==> src/hw/pmrb_pkg.sv <==
// Package: register offsets, bit positions and reset values of the transceiver bank
package pmrb_pkg;
  localparam int AddrWidth = 8;
  localparam logic [7:0] OffControl = 8'h62;
  localparam logic [7:0] OffStatus = 8'h64;
  localparam logic [7:0] OffAdvert = 8'h66;
  localparam logic [7:0] OffPartner = 8'h68;
  localparam logic [7:0] OffExpansion = 8'h6a;
  localparam logic [7:0] OffDisconnect = 8'h6c;
  localparam logic [7:0] OffFalseCarrier = 8'h6e;
  localparam logic [7:0] OffTest = 8'h70;
  localparam logic [7:0] OffRxError = 8'h72;
  localparam logic [7:0] OffCsConfig = 8'h74;
  // Control bit positions
  localparam int CtlReset = 15;
  localparam int CtlSpeed = 13;
  localparam int CtlAutoneg = 12;
  localparam int CtlRestart = 9;
  localparam int CtlDuplex = 8;
  // Status bit positions
  localparam int StsComplete = 5;
  localparam int StsRemoteFault = 4;
  localparam int StsNoFail = 3;
  localparam int StsLink = 2;
  localparam int StsJabber = 1;
  // Fixed capability bits of basic mode status
  localparam logic [15:0] StatusCaps = 16'h7801;
  // Advertisement fields
  localparam int AdvRemoteFault = 13;
  localparam int AdvPause = 10;
  localparam int AdvMediaLo = 5;
  localparam int AdvMediaHi = 8;
  localparam logic [3:0] AdvMediaReset = 4'hf;
  localparam logic [4:0] SelectorCsmaCd = 5'h01;
  // Expansion bit positions
  localparam int ExpMultiFault = 4;
  localparam int ExpPartnerNp = 3;
  localparam int ExpPageRx = 1;
  localparam int ExpPartnerAn = 0;
  // Test register bit positions
  localparam int TstLoopback = 7;
  localparam int TstLedPulse = 3;
  // Carrier-sense configuration bit positions
  localparam int CsHeartbeat = 8;
  localparam int CsJabber = 7;
  localparam logic [15:0] CounterReset = 16'h0000;
endpackage

==> src/hw/pmrb_counter.sv <==
// Wrapping event counter that clears on read
`timescale 1ns/1ps
`default_nettype none
module pmrb_counter #(
  parameter int Width = 16
) (
  input wire logic clk,
  input wire logic resetN,
  input wire logic softReset,
  input wire logic event_i,
  input wire logic readClear,
  output logic [Width-1:0] count_q
);
  // Event in the clearing cycle is kept as a count of one
  logic [Width-1:0] count_d;
  assign count_d = softReset ? '0 :
    readClear ? {{(Width-1){1'b0}}, event_i} :
    count_q + {{(Width-1){1'b0}}, event_i};
  always_ff @(posedge clk or negedge resetN) begin
    if (!resetN) begin
      count_q <= '0;
    end else begin
      count_q <= count_d;
    end
  end
endmodule
`default_nettype wire

==> src/hw/pmrb_phy_mgmt_register_bank.sv <==
// Transceiver management register bank with word register port and PHY event inputs
//
// How it works
// RQ1: Writing control bit 15 resets all bank registers, then clears itself.
// RQ2: Control bit 13 picks 100 or 10 Mbps; initial value from EEPROM.
// RQ3: With autoneg enabled speed bit ignored; else speed and duplex bits rule.
// RQ4: Writing control bit 9 restarts auto-negotiation.
// RQ5: Duplex bit reads resolved status under autoneg, else written value.
// RQ6: Status capability bits are fixed read-only values.
// RQ7: Status bit 5 shows auto-negotiation complete.
// RQ8: Status bit 4 sets on remote fault, clears on status read.
// RQ9: Status bit 3 reads one until a link failure is seen.
// RQ10: Status bits 2 and 1 show link valid and jabber; both reset zero.
// RQ11: Advertisement selector defaults to CSMA/CD code and is writable.
// RQ12: Advertisement media bits writable default one; T4 zero; remote fault writable.
// RQ13: Advertisement pause bit is read-only, default from EEPROM.
// RQ14: Partner ability register is read-only capture of received word.
// RQ15: Page-received flag sets on new page, clears on partner ability read.
// RQ16: Expansion upper bits zero; bits 4, 3, 0 show fault and partner abilities.
// RQ17: Disconnect counter 16 bits, counts events, wraps, clears on read.
// RQ18: False carrier counter 16 bits, resets zero, clears on read.
// RQ19: Receive error counter 16 bits, resets zero, clears on read.
// RQ20: Test bit 7 selects autoneg loopback, bit 3 LED link pulses.
// RQ21: Read-only test flags record ability detect, parallel fault, link check.
// RQ22: Heartbeat enable defaults one, acts only at 10 Mbps; jabber enable defaults one.
// RQ23: Writes to read-only or reserved bits do nothing; reserved bits read zero.
`timescale 1ns/1ps
`default_nettype none
module pmrb_phy_mgmt_register_bank #(
  parameter int CountWidth = 16
) (
  input wire logic clk,
  input wire logic reset_n,
  input wire logic regWrite,
  input wire logic regRead,
  input wire logic [7:0] regAddr,
  input wire logic [15:0] regWdata,
  output logic [15:0] regRdata,
  input wire logic eeSpeed,
  input wire logic eeAutoneg,
  input wire logic eeDuplex,
  input wire logic eeNoPause,
  input wire logic anComplete,
  input wire logic resolvedDuplex,
  input wire logic linkUp,
  input wire logic jabberSeen,
  input wire logic remoteFault,
  input wire logic pageReceived,
  input wire logic [15:0] partnerWord,
  input wire logic multiLinkFault,
  input wire logic partnerAutonegCapable,
  input wire logic abilityDetect,
  input wire logic parallelFault,
  input wire logic linkCheck,
  input wire logic disconnectEvent,
  input wire logic falseCarrierEvent,
  input wire logic rxErrorEvent,
  output logic linkSpeed100,
  output logic fullDuplex,
  output logic autonegEnable,
  output logic autonegRestart,
  output logic autonegLoopback,
  output logic ledLinkpulseSelect,
  output logic heartbeatActive,
  output logic jabberEnable,
  output logic [15:0] advertWord
);
  logic rstMeta_q;
  logic rstSync_q;
  always_ff @(posedge clk or negedge reset_n) begin
    if (!reset_n) begin
      rstMeta_q <= 1'b0;
      rstSync_q <= 1'b0;
    end else begin
      rstMeta_q <= 1'b1;
      rstSync_q <= rstMeta_q;
    end
  end
  wire resetN = rstSync_q;

  // Pin-level status from the transceiver core
  localparam int NumPins = 30;
  logic [NumPins-1:0] pinRaw;
  logic [NumPins-1:0] pinSync;
  assign pinRaw = {anComplete, resolvedDuplex, linkUp, jabberSeen, remoteFault, pageReceived,
    partnerWord, multiLinkFault, partnerAutonegCapable, abilityDetect, parallelFault,
    linkCheck, disconnectEvent, falseCarrierEvent, rxErrorEvent};
  pmrb_sync #(.Width(NumPins)) pinSyncer (
    .clk(clk),
    .resetN(resetN),
    .asyncIn(pinRaw),
    .syncOut(pinSync)
  );
  wire sComplete = pinSync[29];
  wire sResolvedDuplex = pinSync[28];
  wire sLink = pinSync[27];
  wire sJabber = pinSync[26];
  wire sRemoteFault = pinSync[25];
  wire sPage = pinSync[24];
  wire [15:0] sPartner = pinSync[23:8];
  wire sMultiFault = pinSync[7];
  wire sPartnerAn = pinSync[6];
  wire sAbility = pinSync[5];
  wire sParallel = pinSync[4];
  wire sLinkCheck = pinSync[3];
  wire sDisconnect = pinSync[2];
  wire sFalseCarrier = pinSync[1];
  wire sRxError = pinSync[0];

  // Straps are sampled once after reset release
  logic strapTaken_q;
  logic eeSpeed_q;
  logic eeAutoneg_q;
  logic eeDuplex_q;
  logic eePause_q;

  // Address decode
  wire selControl = regAddr == pmrb_pkg::OffControl;
  wire selStatus = regAddr == pmrb_pkg::OffStatus;
  wire selAdvert = regAddr == pmrb_pkg::OffAdvert;
  wire selPartner = regAddr == pmrb_pkg::OffPartner;
  wire selExpansion = regAddr == pmrb_pkg::OffExpansion;
  wire selDisconnect = regAddr == pmrb_pkg::OffDisconnect;
  wire selFalseCarrier = regAddr == pmrb_pkg::OffFalseCarrier;
  wire selTest = regAddr == pmrb_pkg::OffTest;
  wire selRxError = regAddr == pmrb_pkg::OffRxError;
  wire selCsConfig = regAddr == pmrb_pkg::OffCsConfig;

  wire softReset = regWrite && selControl && regWdata[pmrb_pkg::CtlReset]; // [RQ1]
  wire loadDefaults = softReset || !strapTaken_q;

  logic speed_q;
  logic autoneg_q;
  logic duplex_q;
  logic restart_q;
  logic remoteFault_q;
  logic noFail_q;
  logic linkSeen_q;
  logic advRemoteFault_q;
  logic [3:0] advMedia_q;
  logic [4:0] advSelector_q;
  logic [15:0] partner_q;
  logic pageRx_q;
  logic multiFault_q;
  logic loopback_q;
  logic ledPulse_q;
  logic [2:0] testFlags_q;
  logic heartbeat_q;
  logic jabberEn_q;
  logic [CountWidth-1:0] disconnectCount;
  logic [CountWidth-1:0] falseCarrierCount;
  logic [CountWidth-1:0] rxErrorCount;

  always_ff @(posedge clk or negedge resetN) begin
    if (!resetN) begin
      strapTaken_q <= 1'b0;
      eeSpeed_q <= 1'b0;
      eeAutoneg_q <= 1'b0;
      eeDuplex_q <= 1'b0;
      eePause_q <= 1'b0;
    end else if (!strapTaken_q) begin
      strapTaken_q <= 1'b1;
      eeSpeed_q <= eeSpeed;
      eeAutoneg_q <= eeAutoneg;
      eeDuplex_q <= eeDuplex;
      eePause_q <= !eeNoPause; // [RQ13]
    end
  end

  wire wrControl = regWrite && selControl && !softReset;
  always_ff @(posedge clk or negedge resetN) begin
    if (!resetN) begin
      speed_q <= 1'b0;
      autoneg_q <= 1'b0;
      duplex_q <= 1'b0;
      restart_q <= 1'b0;
    end else if (loadDefaults) begin
      speed_q <= strapTaken_q ? eeSpeed_q : eeSpeed; // [RQ2]
      autoneg_q <= strapTaken_q ? eeAutoneg_q : eeAutoneg;
      duplex_q <= strapTaken_q ? eeDuplex_q : eeDuplex;
      restart_q <= 1'b0;
    end else begin
      restart_q <= wrControl && regWdata[pmrb_pkg::CtlRestart]; // [RQ4]
      if (wrControl) begin
        speed_q <= regWdata[pmrb_pkg::CtlSpeed];
        autoneg_q <= regWdata[pmrb_pkg::CtlAutoneg];
        duplex_q <= regWdata[pmrb_pkg::CtlDuplex];
      end
    end
  end

  wire rdStatus = regRead && selStatus;
  wire rdPartner = regRead && selPartner;
  always_ff @(posedge clk or negedge resetN) begin
    if (!resetN) begin
      remoteFault_q <= 1'b0;
      noFail_q <= 1'b1;
      pageRx_q <= 1'b0;
      partner_q <= '0;
      multiFault_q <= 1'b0;
      testFlags_q <= '0;
    end else if (softReset) begin
      remoteFault_q <= 1'b0;
      noFail_q <= 1'b1;
      pageRx_q <= 1'b0;
      partner_q <= '0;
      multiFault_q <= 1'b0;
      testFlags_q <= '0;
    end else begin
      remoteFault_q <= sRemoteFault || (remoteFault_q && !rdStatus); // [RQ8]
      noFail_q <= noFail_q && !(linkSeen_q && !sLink); // [RQ9]
      pageRx_q <= sPage || (pageRx_q && !rdPartner); // [RQ15]
      if (sPage) begin
        partner_q <= sPartner; // [RQ14]
      end
      multiFault_q <= multiFault_q || sMultiFault;
      testFlags_q <= testFlags_q | {sAbility, sParallel, sLinkCheck}; // [RQ21]
    end
  end

  // Link fail means a drop after a link was once up
  always_ff @(posedge clk or negedge resetN) begin
    if (!resetN) begin
      linkSeen_q <= 1'b0;
    end else if (softReset) begin
      linkSeen_q <= 1'b0;
    end else if (sLink) begin
      linkSeen_q <= 1'b1;
    end
  end

  wire wrAdvert = regWrite && selAdvert && !loadDefaults;
  wire wrTest = regWrite && selTest && !loadDefaults;
  wire wrCs = regWrite && selCsConfig && !loadDefaults;
  always_ff @(posedge clk or negedge resetN) begin
    if (!resetN) begin
      advRemoteFault_q <= 1'b0;
      advMedia_q <= pmrb_pkg::AdvMediaReset;
      advSelector_q <= pmrb_pkg::SelectorCsmaCd;
      loopback_q <= 1'b0;
      ledPulse_q <= 1'b0;
      heartbeat_q <= 1'b1;
      jabberEn_q <= 1'b1;
    end else if (softReset) begin
      advRemoteFault_q <= 1'b0;
      advMedia_q <= pmrb_pkg::AdvMediaReset; // [RQ12]
      advSelector_q <= pmrb_pkg::SelectorCsmaCd; // [RQ11]
      loopback_q <= 1'b0;
      ledPulse_q <= 1'b0;
      heartbeat_q <= 1'b1; // [RQ22]
      jabberEn_q <= 1'b1;
    end else begin
      if (wrAdvert) begin
        advRemoteFault_q <= regWdata[pmrb_pkg::AdvRemoteFault]; // [RQ12]
        advMedia_q <= regWdata[pmrb_pkg::AdvMediaHi:pmrb_pkg::AdvMediaLo];
        advSelector_q <= regWdata[4:0]; // [RQ11]
      end
      if (wrTest) begin
        loopback_q <= regWdata[pmrb_pkg::TstLoopback]; // [RQ20]
        ledPulse_q <= regWdata[pmrb_pkg::TstLedPulse];
      end
      if (wrCs) begin
        heartbeat_q <= regWdata[pmrb_pkg::CsHeartbeat];
        jabberEn_q <= regWdata[pmrb_pkg::CsJabber];
      end
    end
  end

  pmrb_counter #(.Width(CountWidth)) disconnectCounter (
    .clk(clk),
    .resetN(resetN),
    .softReset(softReset),
    .event_i(sDisconnect),
    .readClear(regRead && selDisconnect),
    .count_q(disconnectCount)
  ); // [RQ17]
  pmrb_counter #(.Width(CountWidth)) falseCarrierCounter (
    .clk(clk),
    .resetN(resetN),
    .softReset(softReset),
    .event_i(sFalseCarrier),
    .readClear(regRead && selFalseCarrier),
    .count_q(falseCarrierCount)
  ); // [RQ18]
  pmrb_counter #(.Width(CountWidth)) rxErrorCounter (
    .clk(clk),
    .resetN(resetN),
    .softReset(softReset),
    .event_i(sRxError),
    .readClear(regRead && selRxError),
    .count_q(rxErrorCount)
  ); // [RQ19]

  // Read word assembly; reserved bits are zero
  wire duplexView = autoneg_q ? sResolvedDuplex : duplex_q; // [RQ5]
  wire [15:0] controlView = {2'b00, speed_q, autoneg_q, 2'b00, 1'b0, duplexView, 8'h00};
  wire [15:0] statusView = pmrb_pkg::StatusCaps |
    {10'h000, sComplete, remoteFault_q, noFail_q, sLink, sJabber, 1'b0}; // [RQ6] [RQ7] [RQ10]
  wire [15:0] advertView = {2'b00, advRemoteFault_q, 2'b00, eePause_q, 1'b0, advMedia_q,
    advSelector_q}; // [RQ13]
  wire [15:0] expansionView = {11'h000, multiFault_q, partner_q[15], 1'b0, pageRx_q,
    sPartnerAn}; // [RQ16]
  wire [15:0] testView = {8'h00, loopback_q, 3'b000, ledPulse_q, testFlags_q};
  wire [15:0] csView = {7'h00, heartbeat_q, jabberEn_q, 7'h00};
  logic [15:0] readMux;
  always_comb begin
    readMux = 16'h0000;
    if (selControl) begin
      readMux = controlView;
    end else if (selStatus) begin
      readMux = statusView;
    end else if (selAdvert) begin
      readMux = advertView;
    end else if (selPartner) begin
      readMux = partner_q & 16'he7ff; // [RQ23]
    end else if (selExpansion) begin
      readMux = expansionView;
    end else if (selDisconnect) begin
      readMux = 16'(disconnectCount);
    end else if (selFalseCarrier) begin
      readMux = 16'(falseCarrierCount);
    end else if (selTest) begin
      readMux = testView;
    end else if (selRxError) begin
      readMux = 16'(rxErrorCount);
    end else if (selCsConfig) begin
      readMux = csView; // [RQ23]
    end
  end

  always_ff @(posedge clk or negedge resetN) begin
    if (!resetN) begin
      regRdata <= 16'h0000;
      linkSpeed100 <= 1'b0;
      fullDuplex <= 1'b0;
      autonegEnable <= 1'b0;
      autonegRestart <= 1'b0;
      autonegLoopback <= 1'b0;
      ledLinkpulseSelect <= 1'b0;
      heartbeatActive <= 1'b0;
      jabberEnable <= 1'b0;
      advertWord <= 16'h0000;
    end else begin
      regRdata <= regRead ? readMux : 16'h0000;
      linkSpeed100 <= autoneg_q ? 1'b0 : speed_q; // [RQ3]
      fullDuplex <= duplexView;
      autonegEnable <= autoneg_q;
      autonegRestart <= restart_q;
      autonegLoopback <= loopback_q;
      ledLinkpulseSelect <= ledPulse_q;
      heartbeatActive <= heartbeat_q && !(autoneg_q ? 1'b0 : speed_q); // [RQ22]
      jabberEnable <= jabberEn_q;
      advertWord <= advertView;
    end
  end
endmodule
`default_nettype wire

==> src/hw/pmrb_sync.sv <==
// Two-flop synchroniser for a bundle of pin-level inputs
`timescale 1ns/1ps
`default_nettype none
module pmrb_sync #(
  parameter int Width = 1
) (
  input wire logic clk,
  input wire logic resetN,
  input wire logic [Width-1:0] asyncIn,
  output logic [Width-1:0] syncOut
);
  logic [Width-1:0] stage1_q;
  always_ff @(posedge clk or negedge resetN) begin
    if (!resetN) begin
      stage1_q <= '0;
      syncOut <= '0;
    end else begin
      stage1_q <= asyncIn;
      syncOut <= stage1_q;
    end
  end
endmodule
`default_nettype wire
==> config.mk <==
export PLATFORM = sky130hd
export DESIGN_NAME = pmrb_phy_mgmt_register_bank
export DESIGN_NICKNAME = d
export VERILOG_FILES = /design/src/hw/pmrb_pkg.sv /design/src/hw/pmrb_counter.sv /design/src/hw/pmrb_phy_mgmt_register_bank.sv /design/src/hw/pmrb_sync.sv
export SDC_FILE = /design/constraint.sdc
export NUM_CORES = 1
export LEC_CHECK = 0
export BUFFER_PORTS_ARGS = -buffer_cell sky130_fd_sc_hd__buf_2
export CELL_PAD_IN_SITES_DETAIL_PLACEMENT = 0
export CELL_PAD_IN_SITES_GLOBAL_PLACEMENT = 2
export CORE_MARGIN = 2
export CORE_UTILIZATION = 30
export DETAILED_ROUTE_END_ITERATION = 12
export PLACE_DENSITY = 0.68
export SLEW_MARGIN = 20
export SYNTH_ARGS = -nofsm -noshare
export SYNTH_HDL_FRONTEND = slang
export SYNTH_SLANG_ARGS = --single-unit
==> constraint.sdc <==
create_clock -name clk -period 7.9 [get_ports clk]
set_input_delay 0.395 -clock clk [delete_from_list [all_inputs] [get_ports clk]]
set_output_delay 0.395 -clock clk [all_outputs]
set_load 0.03 [all_outputs]
==> results.tsv, run 1 <==
stage	metric	value	unit
pwr	maximum VDD drop	0.000114	V
floorplanning	Row Count	58	
timing	Setup TNS	0	ns
worst_setup_path	worst-path cell chain	buf_2 > nand2b_1 > nor4_4 > a221oi_1 > o41ai_1	
worst_setup_path	Startpoint Class	primary input	
cts	CTS tree	yes	
global_route	vias in the first global route	5378	
timing	period utilization	36.2	%
pwr	power share of the combinational group	14.1	%
floorplanning	Die Area	26700	µm²
worst_setup_path	CP required	8.17	ns
pwr	internal power	0.00171	W
placement	GP Congestion	0.830	
timing	fmax	350	MHz
hold_path	Hold Crit Start	abilityDetect	
cts	Clock transition at path regs	0.08	ns
timing	Worst-Margin Slew	1.08	ns
placement	detailed-placement wirelength estimate	14.3	mm
synth	dominant synthesized flop cell	dfrtp_1	
worst_setup_path	Reg2Reg Depth	7	
worst_setup_path	Worst EP arrival	3.12	ns
synth	mapped cell area	7630	µm²
final_layout	number of antenna diodes	0	
cts	setup repair bufs after CTS	0	
cts	maximum clock insertion buffer count	2	
cts	clk sinks	186	
worst_setup_path	reg2reg start	pinSyncer.syncOut[2]	
global_route	pin count of the biggest net entering global routing	77	
final_layout	Layout Utilization	35.9	%
hold_path	hold depth	1	
pwr	Reg power frac	51.7	%
detailed_routing	Total Wirelength	19.8	mm
cts	CTS Root Cell	clkbuf_16	
worst_setup_path	Setup CP Type	in2reg	
global_route	GRT overflow	0	
timing	Slew headroom	27.1	%
global_route	global-route wire length before repair	31.6	mm
detailed_routing	drt first pass iters	4	
floorplanning	CORE AREA	25000	µm²
timing	RSZ-0062 raised after global routing	false	
pwr	clock power share	34.2	%
worst_setup_path	worst reg2reg setup slack	5.85	ns
flow_run	Max Cap Violations	0	
hold_path	Hold EP	pinSyncer.stage1_q[5]	
synth	Post-synth EDFFs	0	
cts	H-tree Lvls	4	
pwr	Pleak	4.00	nW
global_route	GRT Overall Usage	15.6	%
final_layout	Layout Cells excl Fill	1106	
timing	Worst Skew	0.0125	ns
global_route	initial antenna violation count	0	
detailed_routing	vias post-DR	5351	
placement	# port buffers	91	
hold_path	Hold Crit Class	in2reg	
synth	Cells after Synth	675	
final_layout	final instance area	8990	µm²
timing	Setup Viol. Count Final	0	
detailed_routing	number of remaining DRC errors	0	
floorplanning	Die W	163	µm
final_layout	layout cell share with drive strength beyond 1	20.5	%
worst_setup_path	CP endpoint kind	flop	
placement	Placed Instances	1073	
cts	cts hold-fix bufs	1	
synth	Ys Warns	0	
cts	Num CTS Buffers	17	
detailed_routing	Avg WL per Cell	17.9	µm
final_layout	Syn-to-layout area delta	17.9	%
synth	Netlist cell types	65	
timing	min cycle time layout	2.86	ns
pwr	switching power	0.000826	W
cts	post_cts resized	0	
worst_setup_path	CP max stage delay	1.02	ns
synth	Async SR Flop Fraction	100	%
synth	Seq/Total Area, Yosys	61.2	%
floorplanning	I/O pin count	102	
worst_setup_path	Critical R2R Capture	disconnectCounter.count_q[14]	
timing	Fin. Hold Viols	0	
worst_setup_path	Slowest cell on crit path	nor4_4	
cts	Skew-Pair Late Insertion Delay	0.44	ns
status	status	complete, no violations	
detailed_routing	via density per instance	4.84	
placement	DP Area	8370	µm²
worst_setup_path	CP max FO	31	
detailed_routing	Initial DRC Count	341	
floorplanning	Die Y-Extent	163	µm
synth	Mean Syn Cell Area	11.3	µm²
final_layout	post-layout net count	831	
synth	#FFs+latches synth	186	
pwr	Sw Ratio	32.6	%
timing	Max Slew Vio Count	0	
detailed_routing	post-route antenna net violation count	0	
pwr	Pwr Density	282	nW/µm²
floorplanning	initial core utilization	30.5	%
==> sequential cells by signal, indices dropped and copies added, names as in the netlist, 5 cells and up <==
register                     count
regRdata                        16
partner_q                       14
disconnectCounter.count_q       16
pinSyncer.syncOut               28
falseCarrierCounter.count_q     16
pinSyncer.stage1_q              28
rxErrorCounter.count_q          16
advertWord                      11
advSelector_q                    5
==> layout make-up <==
cell class,instances,area (µm²)
Clock inverter,15,185
Timing Repair Buffer,96,495
Multi-Input combinational cell,452,2770
Sequential cell,186,4670
Clock buffer,17,425
Tap cell,330,413
Fill cell,2504,16000
Inverter,10,37.5
==> critical path, delay by kind of cell <==
kind	cells	cell delay, ns
AO/OA/AOI/OAI	2	0.84
buffers and inverters	1	0.45
AND/OR/NAND/NOR	2	1.42
==> per-layer routing <==
metal	global-route usage, %	wire [µm]	vias to the layer above
li1	-	-	2512
met1	21.4	9180	2679
met2	24.9	9430	136
met3	3.20	848	24
met4	5.11	369	0
met5	0	0	-
==> cells by family (layout without fill, tap and decap cells) <==
logic type	after synthesis	after routing	share of synthesized area [%]
AOI/OAI and AO/OA	101	101	9.14
muxes	25	25	3.35
buffers and inverters	42	138	2.77
xor gates and xnor gates	42	42	4.82
adders and majority gates	6	6	0.984
DFF	186	186	61.2
and+or+nand+nor	271	271	17.7
other	2	7	0.0985
==> per-stage QoR <==
step	power (W)	setup slack (ns)	hold WS (ns)
after floorplan	0.00153	2.35	0.0994
after global placement	0.00167	4.62	0.180
after detailed placement	0.00169	4.66	0.181
after CTS	0.00257	5.08	0.0319
after global routing	0.00267	4.87	0.0296
final	0.00253	5.04	0.0552
==> synthesized netlist by cell type (all sizes together) (2+ instances only) <==
cell / instances / area [µm²]
a22oi: 5 / 37.5
or3: 3 / 18.8
nand4: 8 / 56.3
ha: 6 / 75.1
nor2: 97 / 369
a211oi: 3 / 22.5
nor3b: 4 / 30.0
o21ai: 17 / 85.1
and3: 11 / 68.8
xnor2: 24 / 210
o221a: 2 / 22.5
and4: 5 / 43.8
nand2: 70 / 263
o22ai: 6 / 37.5
conb: 2 / 7.51
o221ai: 2 / 17.5
nor2b: 9 / 56.3
nor3: 8 / 50.1
nand3: 33 / 165
nor4b: 3 / 38.8
o2bb2ai: 4 / 47.6
a221oi: 13 / 114
clkbuf: 9 / 33.8
a221o: 3 / 30.0
or2: 3 / 18.8
dfrtp: 178 / 4450
dfstp: 8 / 210
nand2b: 5 / 31.3
xor2: 18 / 158
mux2: 4 / 45.0
a21oi: 32 / 164
nor4: 5 / 82.6
and2: 2 / 12.5
a31oi: 2 / 12.5
inv: 10 / 37.5
a21o: 3 / 22.5
mux2i: 21 / 210
o41ai: 2 / 25.0
buf: 23 / 140
==> worst max path at each step <==
stage | start | end | slack (ns) | depth (start not counted)
after floorplan | resetN | advRemoteFault_q | 2.35 | 0
after global placement | regAddr[1] | regRdata[1] | 4.62 | 5
after detailed placement | regAddr[1] | regRdata[1] | 4.66 | 5
after CTS | regAddr[1] | regRdata[1] | 5.08 | 5
after global routing | regAddr[1] | rxErrorCounter.count_q[9] | 4.87 | 6
final | regAddr[1] | regRdata[1] | 5.04 | 5
==> power groups by stage <==
stage	registers [W]	clock network, W	logic [W]
global route	0.00133	0.000932	0.000407
finish	0.00131	0.000867	0.000356
CTS	0.00131	0.000895	0.000362
global placement	0.00132	0	0.000348
floorplan	0.00127	0	0.000265
detailed placement	0.00132	0	0.000361
==> cells in the final DEF, fill, tap and decap left out, types with 3 or more instances in the layout <==
master	n
a211oi_1	3
a21o_1	3
a21oi_1	31
a221o_1	3
a221oi_1	13
a22oi_1	5
and3_1	11
and4_1	5
buf_2	91
buf_4	4
clkbuf_16	17
clkinv_8	5
conb_1	7
dfrtp_1	177
dfstp_2	8
ha_1	6
inv_1	10
inv_6	5
mux2_2	4
mux2i_1	21
nand2_1	70
nand2b_1	5
nand3_1	33
nand4_1	7
nor2_1	95
nor2b_1	9
nor3_1	6
nor3b_1	4
nor4_4	3
o21ai_0	16
o22ai_1	6
or3_1	3
xnor2_1	24
xor2_1	18
Power figures use the tool's default switching activity.
==> run 2: changes to the inputs <==
--- a/config.mk
+++ b/config.mk
@@ -11,7 +11,7 @@
 export CORE_MARGIN = 2
 export CORE_UTILIZATION = 30
 export DETAILED_ROUTE_END_ITERATION = 12
-export PLACE_DENSITY = 0.68
+export PLACE_DENSITY = 0.71
 export SLEW_MARGIN = 20
 export SYNTH_ARGS = -nofsm -noshare
 export SYNTH_HDL_FRONTEND = slang
==> constraint.sdc (replaced) <==
create_clock -name clk -period 2.6 [get_ports clk]
set_input_delay 0.13 -clock clk [delete_from_list [all_inputs] [get_ports clk]]
set_output_delay 0.13 -clock clk [all_outputs]
set_load 0.03 [all_outputs]
==> results.tsv, run 2 (same netlist as run 1, synthesis figures left out) <==
stage	metric	value	unit
cts	Num CTS Buffers	17	
worst_setup_path	CP endpoint kind	flop	
timing	fmax	486	MHz
final_layout	Reg area	4670	µm²
hold_path	Hold Crit Class	in2reg	
global_route	GRT Overall Usage	15.6	%
worst_setup_path	CP max FO	4	
floorplanning	initial core utilization	30.5	%
placement	detailed-placement wirelength estimate	14.1	mm
worst_setup_path	Startpoint Class	flop	
cts	setup repair bufs after CTS	0	
floorplanning	Row Count	58	
cts	CTS Root Cell	clkbuf_16	
floorplanning	I/O pin count	102	
timing	min cycle time layout	2.06	ns
detailed_routing	number of remaining DRC errors	0	
final_layout	post-layout net count	890	
final_layout	Syn-to-layout area delta	25.2	%
cts	Clock transition at path regs	0.07	ns
final_layout	number of antenna diodes	0	
floorplanning	Die Area	26700	µm²
floorplanning	Die W	163	µm
final_layout	area of the multi-input gates	2770	µm²
placement	GP Congestion	0.784	
global_route	vias in the first global route	5404	
pwr	maximum VDD drop	0.000491	V
timing	Worst-Margin Slew	0.790	ns
pwr	Pwr Density	806	nW/µm²
timing	period utilization	79.2	%
final_layout	commonest non-fill, non-tap cells in the layout	177 x dfrtp_1, 95 x nor2_1, 91 x buf_2	
pwr	Pleak	4.25	nW
timing	RSZ-0062 raised after global routing	false	
timing	Slew headroom	47.3	%
detailed_routing	Avg WL per Cell	17.1	µm
final_layout	layout cell share with drive strength beyond 1	20.6	%
pwr	total power	0.00769	W
detailed_routing	Total Wirelength	19.9	mm
worst_setup_path	Setup CP Type	reg2reg	
timing	Fin. Hold Viols	0	
timing	Setup TNS	0	ns
global_route	initial antenna violation count	0	
detailed_routing	drt first pass iters	5	
detailed_routing	post-route antenna net violation count	0	
detailed_routing	via density per instance	4.64	
cts	clk sinks	186	
flow_run	Max Cap Violations	0	
placement	# port buffers	91	
detailed_routing	Initial DRC Count	281	
timing	Worst Skew	0.0202	ns
global_route	global-route wire length before repair	31.4	mm
worst_setup_path	CP required	2.89	ns
cts	maximum clock insertion buffer count	2	
final_layout	Layout Cells excl Fill	1165	
global_route	GRT overflow	0	
final_layout	biggest regs	pinSyncer.stage1_q x28, pinSyncer.syncOut x28	
floorplanning	CORE AREA	25000	µm²
final_layout	most common cell after layout, fill and taps aside	dfrtp_1	
timing	Max Slew Vio Count	0	
cts	H-tree Lvls	4	
floorplanning	Die Y-Extent	163	µm
cts	CTS tree	yes	
detailed_routing	vias post-DR	5406	
placement	Placed Instances	1088	
global_route	pin count of the biggest net entering global routing	83	
status	status	complete, no violations	
timing	Setup Viol. Count Final	0	
worst_setup_path	Worst EP arrival	2.35	ns
timing	Hold WS	0.0300	ns
final_layout	fillers	2509	
cts	Skew-Pair Late Insertion Delay	0.44	ns
## run 2: critical path: stages (launching register included)
cell	delay, ns
dfrtp_1	0.40
ha_1	0.22
ha_1	0.21
nand3_1	0.16
nor3_1	0.55
nand3_1	0.17
xor2_1	0.16
nor2_1	0.05
## run 2: final timing paths
kind / endpoint / startpoint / slack (ns) / cells after the start
max in group asynchronous: heartbeat_q / resetN / 1.44 / 1
min in group asynchronous: pinSyncer.syncOut[27] / resetN / 0.31 / 0
min reg2reg: pinSyncer.syncOut[27] / resetN / 0.31 / 0
min: autoneg_q / regWdata[12] / 0.03 / 3
max: disconnectCounter.count_q[12] / pinSyncer.syncOut[2] / 0.54 / 7
max reg2reg: disconnectCounter.count_q[12] / pinSyncer.syncOut[2] / 0.54 / 7
## run 2: power by group
part / leakage [nW] / switching [W] / internal (W)
clock: 0.280 / 0.00122 / 0.00137
combinational: 1.78 / 0.000583 / 0.000557
sequential: 2.19 / 0.000596 / 0.00337
## run 2: repair_timing
item                      4_1_cts  5_1_grt
hold endpoints to repair       49        0
resized for setup               0        0
hold buffers                   45        0
## run 2: layout make-up
cell class | count | area share, %
Clock buffer | 19 | 4.53
Clock inverter | 13 | 1.62
Inverter | 10 | 0.393
Multi-Input combinational cell | 452 | 29.0
Sequential cell | 186 | 48.9
Tap cell | 330 | 4.32
Timing Repair Buffer | 155 | 11.2
## run 2: through the flow
stage,setup slack (ns),utilization (%),instance area [µm²]
after global routing,0.298,38.1,9550
after floorplan,0.696,-,7650
after global placement,0.450,34.0,8510
final,0.541,38.1,9550
after CTS,0.543,38.1,9550
after detailed placement,0.426,34.0,8510
## run 2: layer usage
| metal | share of wire (%) | global-route usage (%) | routed length (µm) |
|---|---|---|---|
| met1 | 48 | 22.0 | 9660 |
| met2 | 47 | 24.7 | 9380 |
| met3 | 3.5 | 3.15 | 692 |
| met4 | 0.98 | 3.82 | 196 |
| met5 | 0 | 0 | 0 |
==> run 3: changes to the inputs <==
--- a/config.mk
+++ b/config.mk
@@ -5,6 +5,7 @@
 export SDC_FILE = /design/constraint.sdc
 export NUM_CORES = 1
 export LEC_CHECK = 0
+export ABC_AREA = 1
 export BUFFER_PORTS_ARGS = -buffer_cell sky130_fd_sc_hd__buf_2
 export CELL_PAD_IN_SITES_DETAIL_PLACEMENT = 0
 export CELL_PAD_IN_SITES_GLOBAL_PLACEMENT = 2
==> constraint.sdc (replaced) <==
create_clock -name clk -period 2.1 [get_ports clk]
set_input_delay 0.105 -clock clk [delete_from_list [all_inputs] [get_ports clk]]
set_output_delay 0.105 -clock clk [all_outputs]
set_load 0.03 [all_outputs]
==> results.tsv, run 3 <==
stage	metric	value	unit
floorplanning	Row Count	58	
worst_setup_path	Setup CP Type	reg2reg	
floorplanning	Die Area	26900	µm²
synth	Async SR Flop Fraction	100	%
timing	Slew headroom	66.7	%
detailed_routing	drt first pass iters	5	
synth	Post-synth EDFFs	0	
synth	Netlist cell types	49	
final_layout	number of antenna diodes	0	
hold_path	hold depth	3	
cts	maximum clock insertion buffer count	2	
detailed_routing	Total Wirelength	20.8	mm
floorplanning	CORE AREA	25200	µm²
global_route	GRT Overall Usage	16.4	%
final_layout	commonest non-fill, non-tap cells in the layout	177 x dfrtp_1, 148 x nand2_1, 91 x buf_2	
pwr	Pwr Density	941	nW/µm²
timing	fmax	543	MHz
cts	Num CTS Buffers	17	
synth	Mean Syn Cell Area	9.63	µm²
final_layout	post-layout net count	1025	
placement	detailed-placement wirelength estimate	15.2	mm
worst_setup_path	Worst EP arrival	2.17	ns
global_route	vias in the first global route	5832	
timing	period utilization	87.8	%
worst_setup_path	worst reg2reg setup slack	0.26	ns
cts	clk sinks	186	
floorplanning	initial core utilization	30.5	%
floorplanning	Die W	164	µm
cts	Skew-Pair Late Insertion Delay	0.45	ns
floorplanning	Die Y-Extent	164	µm
hold_path	Hold Crit Class	in2reg	
worst_setup_path	Critical R2R Capture	disconnectCounter.count_q[12]	
detailed_routing	vias post-DR	5790	
hold_path	Hold Crit Start	regWdata[3]	
final_layout	most common cell after layout, fill and taps aside	dfrtp_1	
synth	largest cells by area after synthesis	dfrtp_1 58%, nand2_1 7.2%, nor2_1 4.1%, inv_1 3.7%, o21ai_0 3.2%	
global_route	initial antenna violation count	0	
timing	Setup TNS	0	ns
timing	min cycle time layout	1.84	ns
detailed_routing	Initial DRC Count	408	
worst_setup_path	Reg2Reg Depth	8	
timing	Hold WS	0.0215	ns
global_route	pin count of the biggest net entering global routing	64	
flow_run	Max Cap Violations	0	
cts	setup repair bufs after CTS	0	
detailed_routing	Avg WL per Cell	16.0	µm
final_layout	final instance area	9740	µm²
final_layout	layout cell share with drive strength beyond 1	20.6	%
timing	RSZ-0062 raised after global routing	false	
placement	Placed Instances	1221	
worst_setup_path	CP endpoint kind	flop	
final_layout	biggest regs	pinSyncer.stage1_q x28, pinSyncer.syncOut x28	
synth	#FFs+latches synth	186	
synth	Seq/Total Area, Yosys	60.7	%
worst_setup_path	Startpoint Class	flop	
synth	Yosys top cell by area	dfrtp_1	
timing	Fin. Hold Viols	0	
cts	CTS Root Cell	clkbuf_16	
final_layout	Syn-to-layout area delta	26.6	%
synth	dominant synthesized flop cell	dfrtp_1	
synth	mapped cell area	7690	µm²
status	status	complete, no violations	
synth	top-count cell post-synth	dfrtp_1	
pwr	Pleak	4.78	nW
placement	DP Area	8610	µm²
timing	Setup Viol. Count Final	0	
pwr	maximum VDD drop	0.000550	V
cts	H-tree Lvls	4	
synth	Ys Warns	0	
cts	CTS tree	yes	
timing	PnR worst setup slack	0.257	ns
timing	Max Slew Vio Count	0	
placement	GP Congestion	0.810	
detailed_routing	number of remaining DRC errors	0	
timing	Worst-Margin Slew	0.495	ns
synth	Yosys top cell area share	57.9	%
timing	Worst Skew	0.0159	ns
placement	# port buffers	91	
placement	post-place setup slack	0.193	ns
cts	Clock transition at path regs	0.08	ns
worst_setup_path	CP max FO	4	
final_layout	Layout Cells excl Fill	1300	
detailed_routing	post-route antenna net violation count	0	
global_route	GRT overflow	0	
worst_setup_path	reg2reg start	disconnectCounter.count_q[0]	
synth	Cells after Synth	798	
worst_setup_path	CP required	2.42	ns
synth	most instantiated cells after synthesis	178 x dfrtp_1, 148 x nand2_1, 84 x nor2_1	
floorplanning	I/O pin count	102	
hold_path	Hold EP	advSelector_q[3]	
detailed_routing	via density per instance	4.45	
global_route	global-route wire length before repair	33.2	mm
## run 3: cell types whose count changed after synthesis, sizes merged, moves of 11 or more
cell    change
xnor2      -18
mux2i      -21
nand3      +16
a221oi     -13
inv        +77
xor2       -11
nor3       +17
nand2      +85
o21ai      +44
nand4      +13
## run 3: kinds of logic (layout without fill, tap and decap cells)
group | after synthesis | in the layout | share of synthesized area, %
AO/OA/AOI/OAI | 119 | 119 | 8.63
XOR/XNOR | 13 | 13 | 1.48
adder cells (fa/ha/maj) | 6 | 6 | 0.976
buffers and inverters | 108 | 275 | 6.15
flip-flops | 186 | 186 | 60.7
multiplexers | 1 | 1 | 0.146
other | 2 | 7 | 0.0977
AND/OR/NAND/NOR | 363 | 363 | 21.9
## run 3: where the power goes
part / leakage (nW) / switching [W] / internal, W / total, W
Clock: 0.309 / 0.00176 / 0.00168 / 0.00344
Combinational: 2.22 / 0.000698 / 0.000500 / 0.00120
Sequential: 2.24 / 0.000496 / 0.00402 / 0.00452
Total: 4.78 / 0.00295 / 0.00620 / 0.00916
## run 3: final cells by class
cell class	count	area, µm²
Multi-Input combinational cell	509	2570
Fill cell	2531	15400
Clock buffer	17	425
Clock inverter	15	220
Sequential cell	186	4670
Timing Repair Buffer	155	1090
Inverter	88	343
Tap cell	330	413
## run 3: how the worst max path moves through the flow
stage | cells after the start | to | slack, ns | start
floorplan | 0 | advRemoteFault_q | 0.20 | resetN
global placement | 8 | disconnectCounter.count_q[12] | 0.16 | disconnectCounter.count_q[0]
detailed placement | 8 | disconnectCounter.count_q[12] | 0.19 | disconnectCounter.count_q[0]
CTS | 8 | disconnectCounter.count_q[12] | 0.17 | disconnectCounter.count_q[0]
global route | 8 | disconnectCounter.count_q[12] | 0.02 | disconnectCounter.count_q[0]
finish | 8 | disconnectCounter.count_q[12] | 0.26 | disconnectCounter.count_q[0]
## run 3: metal layers
metal,GRT usage [%],wire [µm],vias up
li1,-,-,2904
met1,24.3,10500,2750
met2,24.3,9300,121
met3,3.31,736,15
met4,4.74,292,0
met5,0,0,-
## run 3: timing repair
action / 4_1_cts / 5_1_grt
gates resized for setup: 0 / 2
endpoints found under the hold margin: 53 / 0
hold buffers: 47 / 0
endpoints found under the setup margin: 0 / 2
## run 3: stage by stage
stage,utilization (%),total power (W)
floorplan,-,0.00525
global placement,34.2,0.00570
detailed placement,34.2,0.00572
CTS,38.6,0.00926
global route,38.7,0.00967
finish,38.7,0.00916
## run 3: worst max-delay path, cell delays in order, from the launching register on
cell and delay (ns):
dfrtp_1 0.39, ha_1 0.19, ha_1 0.19, nand3_1 0.18
nor2_2 0.23, nand4_1 0.19, nor2_1 0.17, xnor2_1 0.13
nor2_1 0.05
